--- src/rtl/stt_consts.vh ---
// Constants shared by the system tick timer design files.
`ifndef STT_CONSTS_VH
`define STT_CONSTS_VH

// Widths.
`define STT_CNT_W 24
`define STT_PER_W 25
`define STT_ADDR_W 5
`define STT_DATA_W 32
`define STT_EVT_W 2

// Register byte offsets.
`define STT_OFF_CTRL 5'h00
`define STT_OFF_PERIOD 5'h04
`define STT_OFF_CURRENT 5'h08
`define STT_OFF_STATUS 5'h0C
`define STT_OFF_MASK 5'h10

// Control register fields.
`define STT_CTRL_EN 0
`define STT_CTRL_INTEN 1
`define STT_CTRL_PEND 2

// Status and mask fields.
`define STT_EVT_WRAP 0
`define STT_EVT_FORCE 1

// Reset values and one-step constants.
`define STT_RST_CNT 24'h000000
`define STT_RST_RELOAD 24'hFFFFFF
`define STT_RST_EVT 2'h0
`define STT_RST_DATA 32'h00000000
`define STT_CNT_ONE 24'h000001
`define STT_PER_ONE 25'h0000001

`endif

--- src/rtl/stt_counter.v ---
// Down counter with reload storage, forced clear and wrap event.
`include "stt_consts.vh"

module stt_counter (
  input wire clk_sys,
  input wire rst,
  input wire enable,
  input wire reload_we,
  input wire [`STT_CNT_W-1:0] reload_wdata,
  input wire force_clear,
  output wire [`STT_CNT_W-1:0] count,
  output wire [`STT_CNT_W-1:0] reload,
  output wire wrap
);

  reg [`STT_CNT_W-1:0] count_q;
  reg [`STT_CNT_W-1:0] reload_q;
  reg forced_q;
  reg wrap_q;

  // Only the stored period changes; the running count is left alone.
  always @(posedge clk_sys) begin
    if (rst) begin
      reload_q <= `STT_RST_RELOAD;
    end else if (reload_we) begin
      reload_q <= reload_wdata;
    end
  end

  // A reload that follows a forced clear restarts the period silently.
  always @(posedge clk_sys) begin
    if (rst) begin
      count_q <= `STT_RST_CNT;
      forced_q <= 1'b0;
      wrap_q <= 1'b0;
    end else if (force_clear) begin
      count_q <= `STT_RST_CNT;
      forced_q <= 1'b1;
      wrap_q <= 1'b0;
    end else if (enable) begin
      if (count_q == `STT_RST_CNT) begin
        count_q <= reload_q;
        forced_q <= 1'b0;
        wrap_q <= ~forced_q;
      end else begin
        count_q <= count_q - `STT_CNT_ONE;
        wrap_q <= 1'b0;
      end
    end else begin
      wrap_q <= 1'b0;
    end
  end

  assign count = count_q;
  assign reload = reload_q;
  assign wrap = wrap_q;

endmodule // stt_counter

--- src/rtl/stt_irq.v ---
// Tick pending flag with handler acknowledge, plus sticky status and mask.
`include "stt_consts.vh"

module stt_irq (
  input wire clk_sys,
  input wire rst,
  input wire enable,
  input wire tick_int_en,
  input wire tick_ack,
  input wire [`STT_EVT_W-1:0] evt_set,
  input wire status_rd_clr,
  input wire mask_we,
  input wire [`STT_EVT_W-1:0] mask_wdata,
  output wire tick_pending,
  output wire tick_irq,
  output wire [`STT_EVT_W-1:0] status,
  output wire [`STT_EVT_W-1:0] mask,
  output wire bus_irq
);

  reg pend_q;
  reg [`STT_EVT_W-1:0] status_q;
  reg [`STT_EVT_W-1:0] mask_q;

  // Entering the handler clears the pending tick; a new wrap wins.
  always @(posedge clk_sys) begin
    if (rst) begin
      pend_q <= 1'b0;
    end else if (evt_set[`STT_EVT_WRAP]) begin
      pend_q <= 1'b1;
    end else if (tick_ack || !enable) begin
      pend_q <= 1'b0;
    end
  end

  genvar i;
  generate
    for (i = 0; i < `STT_EVT_W; i = i + 1) begin : g_evt
      always @(posedge clk_sys) begin
        if (rst) begin
          status_q[i] <= 1'b0;
        end else if (evt_set[i]) begin
          status_q[i] <= 1'b1;
        end else if (status_rd_clr) begin
          status_q[i] <= 1'b0;
        end
      end
    end
  endgenerate

  always @(posedge clk_sys) begin
    if (rst) begin
      mask_q <= `STT_RST_EVT;
    end else if (mask_we) begin
      mask_q <= mask_wdata;
    end
  end

  assign tick_pending = pend_q;
  assign tick_irq = pend_q & tick_int_en;
  assign status = status_q;
  assign mask = mask_q;
  assign bus_irq = |(status_q & mask_q);

endmodule // stt_irq

--- src/rtl/stt_top.v ---
// System tick timer: Avalon-MM register slave around the tick counter.
`include "stt_consts.vh"

module stt_top (
  input wire clk_sys,
  input wire rst,
  input wire [`STT_ADDR_W-1:0] avs_address,
  input wire avs_read,
  input wire avs_write,
  input wire [`STT_DATA_W-1:0] avs_writedata,
  input wire [3:0] avs_byteenable,
  output wire [`STT_DATA_W-1:0] avs_readdata,
  output wire avs_waitrequest,
  input wire tick_ack,
  output wire tick_irq,
  output wire bus_irq
);

  // Bus handshake state.
  reg ack_q;
  reg [`STT_DATA_W-1:0] rdata_q;

  // Control register.
  reg enable_q;
  reg inten_q;

  // Decode and strobes.
  wire req;
  wire done;
  wire wr_go;
  wire rd_go;
  wire sel_ctrl;
  wire sel_period;
  wire sel_current;
  wire sel_status;
  wire sel_mask;
  wire [`STT_DATA_W-1:0] bmask;

  // Counter side.
  wire [`STT_CNT_W-1:0] count;
  wire [`STT_CNT_W-1:0] reload;
  wire wrap;
  wire reload_we;
  wire force_clear;
  wire [`STT_PER_W-1:0] period_now;
  wire [`STT_PER_W-1:0] period_new;
  wire [`STT_CNT_W-1:0] reload_wdata;

  // Interrupt side.
  wire [`STT_EVT_W-1:0] evt_set;
  wire [`STT_EVT_W-1:0] status;
  wire [`STT_EVT_W-1:0] mask;
  wire tick_pending;
  wire mask_we;
  wire status_rd_clr;
  wire [`STT_DATA_W-1:0] ctrl_now;
  wire [`STT_DATA_W-1:0] ctrl_new;
  wire [`STT_DATA_W-1:0] mask_now;
  wire [`STT_DATA_W-1:0] mask_new;

  // One wait state: the first cycle of a request builds read data,
  // the second cycle drops waitrequest and commits the access.
  assign req = avs_read | avs_write;
  assign done = req & ack_q;
  assign wr_go = avs_write & ack_q;
  assign rd_go = avs_read & ack_q;
  assign avs_waitrequest = req & ~ack_q;

  always @(posedge clk_sys) begin
    if (rst) begin
      ack_q <= 1'b0;
    end else begin
      ack_q <= req & ~ack_q;
    end
  end

  assign sel_ctrl = (avs_address == `STT_OFF_CTRL);
  assign sel_period = (avs_address == `STT_OFF_PERIOD);
  assign sel_current = (avs_address == `STT_OFF_CURRENT);
  assign sel_status = (avs_address == `STT_OFF_STATUS);
  assign sel_mask = (avs_address == `STT_OFF_MASK);

  // Byte enables expand to a bit mask used for read-modify-write merges.
  assign bmask = {{8{avs_byteenable[3]}},
                  {8{avs_byteenable[2]}},
                  {8{avs_byteenable[1]}},
                  {8{avs_byteenable[0]}}};

  // Control register: enable and interrupt enable, pending is read only.
  assign ctrl_now = {{(`STT_DATA_W-3){1'b0}}, tick_pending, inten_q, enable_q};
  assign ctrl_new = (avs_writedata & bmask) | (ctrl_now & ~bmask);

  always @(posedge clk_sys) begin
    if (rst) begin
      enable_q <= 1'b0;
      inten_q <= 1'b0;
    end else if (wr_go && sel_ctrl) begin
      enable_q <= ctrl_new[`STT_CTRL_EN];
      inten_q <= ctrl_new[`STT_CTRL_INTEN];
    end
  end

  // The period is held as period minus one so that 2^24 fits 24 bits.
  // A written 0 is outside the legal range and wraps to the largest period.
  assign period_now = {1'b0, reload} + `STT_PER_ONE;
  assign period_new = (avs_writedata[`STT_PER_W-1:0] & bmask[`STT_PER_W-1:0]) |
                      (period_now & ~bmask[`STT_PER_W-1:0]);
  assign reload_wdata = period_new[`STT_CNT_W-1:0] - `STT_CNT_ONE;
  assign reload_we = wr_go & sel_period;

  // Any write to the current value, whatever its data, forces a clear.
  assign force_clear = wr_go & sel_current;

  stt_counter u_counter (
    .clk_sys(clk_sys),
    .rst(rst),
    .enable(enable_q),
    .reload_we(reload_we),
    .reload_wdata(reload_wdata),
    .force_clear(force_clear),
    .count(count),
    .reload(reload),
    .wrap(wrap)
  );

  // Events: counter wrap and forced clear by software.
  assign evt_set = {force_clear, wrap};
  // An event that lands after the read data was captured holds off the clear, so none is lost.
  assign status_rd_clr = rd_go & sel_status & (rdata_q[`STT_EVT_W-1:0] == status);
  assign mask_now = {{(`STT_DATA_W-`STT_EVT_W){1'b0}}, mask};
  assign mask_new = (avs_writedata & bmask) | (mask_now & ~bmask);
  assign mask_we = wr_go & sel_mask;

  stt_irq u_irq (
    .clk_sys(clk_sys),
    .rst(rst),
    .enable(enable_q),
    .tick_int_en(inten_q),
    .tick_ack(tick_ack),
    .evt_set(evt_set),
    .status_rd_clr(status_rd_clr),
    .mask_we(mask_we),
    .mask_wdata(mask_new[`STT_EVT_W-1:0]),
    .tick_pending(tick_pending),
    .tick_irq(tick_irq),
    .status(status),
    .mask(mask),
    .bus_irq(bus_irq)
  );

  // Read data is captured in the wait cycle and held while it is presented.
  // Unmapped addresses read as zero and ignore writes.
  always @(posedge clk_sys) begin
    if (rst) begin
      rdata_q <= `STT_RST_DATA;
    end else if (avs_read && !ack_q) begin
      if (sel_ctrl) begin
        rdata_q <= ctrl_now;
      end else if (sel_period) begin
        rdata_q <= {{(`STT_DATA_W-`STT_PER_W){1'b0}}, period_now};
      end else if (sel_current) begin
        rdata_q <= {{(`STT_DATA_W-`STT_CNT_W){1'b0}}, count};
      end else if (sel_status) begin
        rdata_q <= {{(`STT_DATA_W-`STT_EVT_W){1'b0}}, status};
      end else if (sel_mask) begin
        rdata_q <= mask_now;
      end else begin
        rdata_q <= `STT_RST_DATA;
      end
    end else if (done) begin
      rdata_q <= rdata_q;
    end
  end

  assign avs_readdata = rdata_q;

endmodule // stt_top

--- config.mk ---
export PLATFORM = sky130hd
export DESIGN_NAME = stt_top
export DESIGN_NICKNAME = d
export VERILOG_FILES = /design/src/rtl/stt_counter.v /design/src/rtl/stt_irq.v /design/src/rtl/stt_top.v
export VERILOG_INCLUDE_DIRS = /design/src /design/src/rtl
export SDC_FILE = /design/constraint.sdc
export NUM_CORES = 1
export LEC_CHECK = 0
export ABC_CLOCK_PERIOD_IN_PS = 7200
export BUFFER_PORTS_ARGS = -buffer_cell sky130_fd_sc_hd__buf_2
export CORE_UTILIZATION = 59
export DETAILED_ROUTE_END_ITERATION = 6
export GPL_TIMING_DRIVEN = 0
export PLACE_DENSITY = 0.82
export SYNTH_ARGS = -nofsm -noshare
export SYNTH_HDL_FRONTEND = slang
export SYNTH_SLANG_ARGS = --single-unit
--- constraint.sdc ---
create_clock -name clk_sys -period 7.2 [get_ports clk_sys]
set_clock_uncertainty 0.05 [all_clocks]
set_input_delay 0.72 -clock clk_sys [delete_from_list [all_inputs] [get_ports clk_sys]]
set_output_delay 0.72 -clock clk_sys [all_outputs]
set_load 0.005 [all_outputs]
# Yosys cells after proc, flatten, opt, wreduce, memory -nomap -nowiden
# Index checks and enable logic that the tools add are counted.
[op_classes]
n_addsub = 3
multipliers = 0
n_div = 0
n_lt_le_gt_ge = 0
eq_ne = 5
shifts = 0
n_mux = 14
bitwise = 25
reduce_logical = 16
[ops]
columns = ["operator", "count"]
rows = [
  ["25-bit two-way mux", 2],
  ["24-bit bitwise AND", 2],
  ["24-bit two-way mux", 2],
  ["24-bit by 1-bit subtractor with 24-bit output, second input constant", 2],
  ["24-bit by 1-bit adder with 25-bit output, second input constant", 1],
  ["24-bit zero test", 1],
  ["24-bit inverter", 1],
  ["24-bit OR", 1],
  ["5-bit by 4-bit equality test with 1-bit output, second input constant", 2],
  ["2-bit nonzero test", 5],
  ["1-bit bitwise AND", 9],
  ["2-bit bitwise AND", 4],
  ["1-bit two-way mux", 8],
  ["5-bit by 3-bit equality test with 1-bit output, second input constant", 1],
  ["5-bit equality test, second input constant", 1],
  ["5-bit zero test", 1],
  ["2-bit two-way mux", 2],
  ["1-bit inverter", 4],
  ["2-bit OR", 2],
  ["2-bit OR reduction", 2],
  ["4-bit OR reduction", 1],
  ["2-bit equality test", 1],
  ["1-bit logical AND", 2],
  ["1-bit zero test", 2],
  ["4 further kinds", 4],
]
[word_totals]
regBits = 90
latch_bits = 0
mem_bits_rw = 0
romBits = 0
output_inout_bits = 35
n_memories = 0

# Logic depth before layout (Yosys ltp)
[logic_depth]
word_depth = 6
ltp_mapped = 11

# Hierarchy
# Synthesis repeated with hierarchy kept, for this count alone.
[hier_totals]
cells_unflattened = 707
hier_area_um2 = 5656.7
[by_module_without_submodules]
columns = ["mod", "n_inst", "cells_per_inst", "area_each_um2", "seq_area_each_um2"]
rows = [
  ["stt_top", 1, 403, 2990.4, 560.5],
  ["stt_counter", 1, 285, 2481.1, 1001.0],
  ["stt_irq", 1, 19, 185.2, 100.1],
]

# Worst setup path before layout
# Ideal clock, no wire load.
[synth_timing]
kind = "input port to flip-flop"
from = "in avs_byteenable[1]"
to = "reg u_counter.reload_q[22] (netlist: u_counter.reload[22])"
setup_time_ns = 0.122
t_arrival_ns = 3.112
slack_ns = 3.916
stages = 9
n_path_buf = 2
path_cell_list = "clkbuf_1 > nor2b_1 > a221o_1 > nor3_1 > o2111ai_2 > or4b_1 > buf_2 > or4_1 > o311a_1"
[synth_via]
elab_chain_cells = 4
word_cells_on_any_way = 5
cone_classes = "add/sub (1); bitwise (4)"
[synth_rtl]
columns = ["item", "line", "rtl"]
rows = [
  ["from (decl)", "stt_top.v:11", "input wire [3:0] avs_byteenable,"],
  ["24-bit inverter", "stt_top.v:107", "(period_now & ~bmask[`STT_PER_W-1:0]);"],
  ["24-bit bitwise AND", "stt_top.v:107", ""],
  ["24-bit OR (*)", "stt_top.v:106", "assign period_new = (avs_writedata[`STT_PER_W-1:0] & bmask[`STT_PER_W-1:0]) |"],
  ["24-bit by 1-bit subtractor with 24-bit output (no line) (*)", "--", ""],
  ["to (signal assigned)", "stt_counter.v:24", "reload_q <= `STT_RST_RELOAD;"],
  ["to (signal assigned)", "stt_counter.v:26", "reload_q <= reload_wdata;"],
  ["to (decl)", "stt_counter.v:17", "reg [`STT_CNT_W-1:0] reload_q;"],
]
# Mark *: on every way between the ends. The rest lies on a longest branch, timed or not.
# A chain may end at the register's enable or synchronous reset.

# Worst setup path in the final report
[layout_timing]
from = "reg u_counter.reload_q[0] (netlist: u_counter.reload[0])"
to = "reg u_counter.reload_q[22] (netlist: u_counter.reload[22])"
[layout_via]
elab_chain_cells = 4
[layout_rtl]
columns = ["item", "line"]
rows = [
  ["24-bit by 1-bit adder with 25-bit output (no line)", "--"],
  ["24-bit bitwise AND", "stt_top.v:107"],
  ["24-bit OR", "stt_top.v:106"],
  ["24-bit by 1-bit subtractor with 24-bit output (no line)", "--"],
]
# No other way between the ends.

==> Implementation_results.wiki <==
{| class="wikitable"
! Metric !! Value
|-
| Detailed-route via count || 5922
|-
| Number of enable flip-flop cells after synthesis || 0
|-
| CP Data Arrival Time || 3950 ps
|-
| Achievable frequency || 268 MHz
|-
| Maxcap violations || 0
|-
| Leakage power || 0.00260 uW
|-
| Clk buf depth || 2
|-
| Total global-route track usage || 0.360
|-
| Fin. Hold Viols || 0
|-
| Most common cell type on the critical path || sky130_fd_sc_hd__buf_2
|-
| Cell with the most instances after synthesis || sky130_fd_sc_hd__dfxtp_1
|-
| Slowest Stage Delay on Critical Path || 590 ps
|-
| Antenna violations before repair || 0
|-
| Number of slew-limit violations in the final report || 0
|-
| # resized after CTS || 0
|-
| Clock tree root buffer cell || sky130_fd_sc_hd__clkbuf_8
|-
| Maximum vdd ir drop || 117 uV
|-
| Highest-delay cell along the critical path || sky130_fd_sc_hd__or4b_1
|-
| Number of remaining DRC errors || 10
|-
| Critical path data required time || 7410 ps
|-
| Result of the run || finished with violations
|-
| Actual transition at the worst max-transition pin || 766 ps
|-
| Post-detailed-routing wire length || 17100 um
|-
| Total placed instance area || 5850 um2
|-
| 1st-pass router iterations || 7
|-
| Share of the synthesized area in the top cell type || 0.308
|-
| First-pass GRT wire length || 27200 um
|-
| Gate power share || 0.154
|-
| Largest net degree at the start of global routing || 16
|-
| # nets final || 834
|-
| Most instantiated flip-flop cell in the synthesis netlist || sky130_fd_sc_hd__dfxtp_1
|-
| # clock sinks || 83
|-
| Count of filler cells inserted in the layout || 761
|-
| Critical path endpoint category || flop
|-
| GRT overflow || 0
|-
| Violations in the final reports || DRC
|-
| Min cycle time layout || 3740 ps
|-
| Mapped Cells || 707
|-
| Post-Syn Area || 5400 um2
|-
| Library cell occupying the most area in the post-synthesis netlist || sky130_fd_sc_hd__dfxtp_1
|-
| Switching portion of total power || 0.287
|-
| # H-tree levels || 3
|-
| Input/output buffers || 60
|-
| Syn_area_per_cell || 7.63 um2
|-
| Via/cell ratio || 6.60
|-
| Total clock buffers created by CTS || 9
|-
| Final Non-Filler Cells || 897
|-
| Switching Power || 292 uW
|-
| Total inserted antenna cells || 0
|-
| Slew Limit Headroom || 0.489
|-
| Worst-Skew Late Latency || 370 ps
|-
| Worst setup path category || flop to flop
|-
| CTS tree || built
|-
| Number of storage elements in the synthesis netlist || 83
|-
| RePlAce Congestion || 0.921
|-
| Non-Filler Cell Area, Final || 6080 um2
|-
| Initial Utilization || 0.613
|-
| Hold buffer count at CTS || 0
|-
| Post-route fraction of the period consumed by the critical path || 0.519
|-
| Clock group share of total power || 0.383
|-
| Layout cell share with drive strength beyond 1 || 0.148
|-
| Register clock-pin slew on the reported worst setup and hold paths || 100 ps
|-
| Number of post-CTS setup repair buffers || 0
|-
| Commonest cells post-synth || 83 x sky130_fd_sc_hd__dfxtp_1, 77 x sky130_fd_sc_hd__nor2_1, 72 x sky130_fd_sc_hd__nand2_1
|-
| Via count of the first global-routing pass || 5412
|-
| Part of the total power dissipated in sequential elements || 0.462
|-
| P per Cell Area || 167 nW/um2
|-
| Initial drt markers || 603
|-
| Startpoint type of the worst setup path || flop
|-
| Top cells by area, synth || sky130_fd_sc_hd__dfxtp_1 31%, sky130_fd_sc_hd__nor2_1 5.4%, sky130_fd_sc_hd__nand2_1 5.0%
|-
| Total internal power || 725 uW
|-
| Residual antenna-violating net count after detailed routing || 0
|-
| Synth Warn # || 0
|-
| Hold/Removal Path Class || flop to flop
|-
| Die footprint || 9530 um2
|-
| Die X-Extent || 97.6 um
|-
| Count of final setup violators || 0
|-
| Setup repair after global routing missed its margin || false
|-
| Count of unique library cells instantiated by Yosys || 66
|-
| Crit-path cells || ha_1 -> buf_2 -> nand4_1 -> a221o_1 -> nor3_1 -> o2111ai_2 -> or4b_1 -> buf_2 -> or4_1 -> o311a_1
|-
| FP Rows || 34
|-
| Die outline height || 97.6 um
|-
| Seq/Total Area, Yosys || 0.308
|-
| Max FO, Critical Path || 9
|-
| Share of async-settable or async-resettable flops after synthesis || 0
|-
| Half-perimeter wire length of the detailed placement result || 12600 um
|-
| Floorplan Core Area || 8810 um2
|-
| Total I/O pin count || 81
|-
| Wire per inst || 19.0 um
|-
| Area added between synthesis and finish || 12.6%
|-
| Number of placed instances, taps included || 881
|-
| Setup total negative slack || 0 ps
|}
==> power groups by stage <==
stage | Sequential (uW) | Clock (uW) | Combinational, uW
6_report | 470 | 390 | 157
5_1_grt | 471 | 405 | 170
4_1_cts | 470 | 389 | 153
3_5_place_dp | 481 | 0 | 152
3_3_place_gp | 481 | 0 | 149
2_1_floorplan | 481 | 0 | 103
==> per-stage QoR <==
stage / hold slack, ps / power [uW] / util / setup slack [ps]
5_1_grt: 424 / 1050 / 0.690 / 3330
2_1_floorplan: 349 / 584 / - / 3920
3_5_place_dp: 363 / 634 / 0.665 / 3590
3_3_place_gp: 361 / 629 / 0.665 / 3700
6_report: 385 / 1020 / 0.690 / 3460
4_1_cts: 388 / 1010 / 0.690 / 3550
==> routing by layer <==
layer	part of all wire	GRT usage	wire length (um)
met5	0	0	0
met4	0.043	0.179	735
met3	0.091	0.0568	1560
met2	0.46	0.602	7900
met1	0.40	0.450	6850
==> critical path, delay by kind of cell (launching register included) <==
family	cells	cell delay, ps
and+or+nand+nor	4	1640
DFF	1	570
AOI/OAI and AO/OA	3	780
adders and majority gates	1	210
buffers and inverters	2	390
==> final timing paths <==
path                                     from                           endpoint  cells after the start  slack [ps]
min           u_counter.forced_q$_SDFFE_PP0P_          u_counter.wrap$_SDFF_PP0_                      1         390
min reg2reg   u_counter.forced_q$_SDFFE_PP0P_          u_counter.wrap$_SDFF_PP0_                      1         390
max          u_counter.reload[0]$_SDFFE_PP1P_  u_counter.reload[22]$_SDFFE_PP1P_                     10        3460
max reg2reg  u_counter.reload[0]$_SDFFE_PP1P_  u_counter.reload[22]$_SDFFE_PP1P_                     10        3460
==> state kept, by name (all words and copies together), names as in the netlist, named ones only <==
signal / count
avs_readdata: 25
u_counter.count: 24
u_counter.reload: 24
u_irq.status: 2
ack_q: 1
u_counter.forced_q: 1
u_counter.wrap: 1
u_irq.tick_pending: 1
==> cell type report <==
cell class / instances / area (um2) / area share
Buffer: 61 / 270 / 0.0445
Clock buffer: 9 / 124 / 0.0204
Clock inverter: 7 / 98.8 / 0.0163
Inverter: 13 / 48.8 / 0.00803
Multi-Input combinational cell: 556 / 3440 / 0.566
Sequential cell: 83 / 1660 / 0.273
Tap cell: 108 / 135 / 0.0222
Timing Repair Buffer: 60 / 300 / 0.0494
==> cells by family after synthesis <==
| group | after synthesis | share of synthesized area |
|---|---|---|
| buf+inv | 74 | 0.0591 |
| compound gates | 190 | 0.242 |
| fa+ha+maj | 4 | 0.00927 |
| simple gates | 288 | 0.266 |
| other cells | 1 | 0.000695 |
| flops | 83 | 0.308 |
| mux | 23 | 0.0431 |
| xor+xnor | 44 | 0.0714 |
==> cells in the final DEF, fill, tap and decap left out, types with 9 or more instances in the layout <==
master,synthesis,final
sky130_fd_sc_hd__a211oi_1,12,12
sky130_fd_sc_hd__a21oi_1,31,31
sky130_fd_sc_hd__a221oi_1,14,14
sky130_fd_sc_hd__a22oi_1,13,13
sky130_fd_sc_hd__buf_2,9,69
sky130_fd_sc_hd__clkbuf_1,44,44
sky130_fd_sc_hd__clkbuf_8,0,9
sky130_fd_sc_hd__dfxtp_1,83,83
sky130_fd_sc_hd__inv_1,10,10
sky130_fd_sc_hd__mux2i_1,21,21
sky130_fd_sc_hd__nand2_1,72,72
sky130_fd_sc_hd__nand3_1,19,19
sky130_fd_sc_hd__nand4_1,13,13
sky130_fd_sc_hd__nor2_1,77,77
sky130_fd_sc_hd__nor3_1,32,32
sky130_fd_sc_hd__nor4_1,16,16
sky130_fd_sc_hd__o211ai_1,19,19
sky130_fd_sc_hd__o21ai_0,52,52
sky130_fd_sc_hd__or3_1,10,10
sky130_fd_sc_hd__xnor2_1,21,21
sky130_fd_sc_hd__xor2_1,23,23
Power figures use the tool's default switching activity.
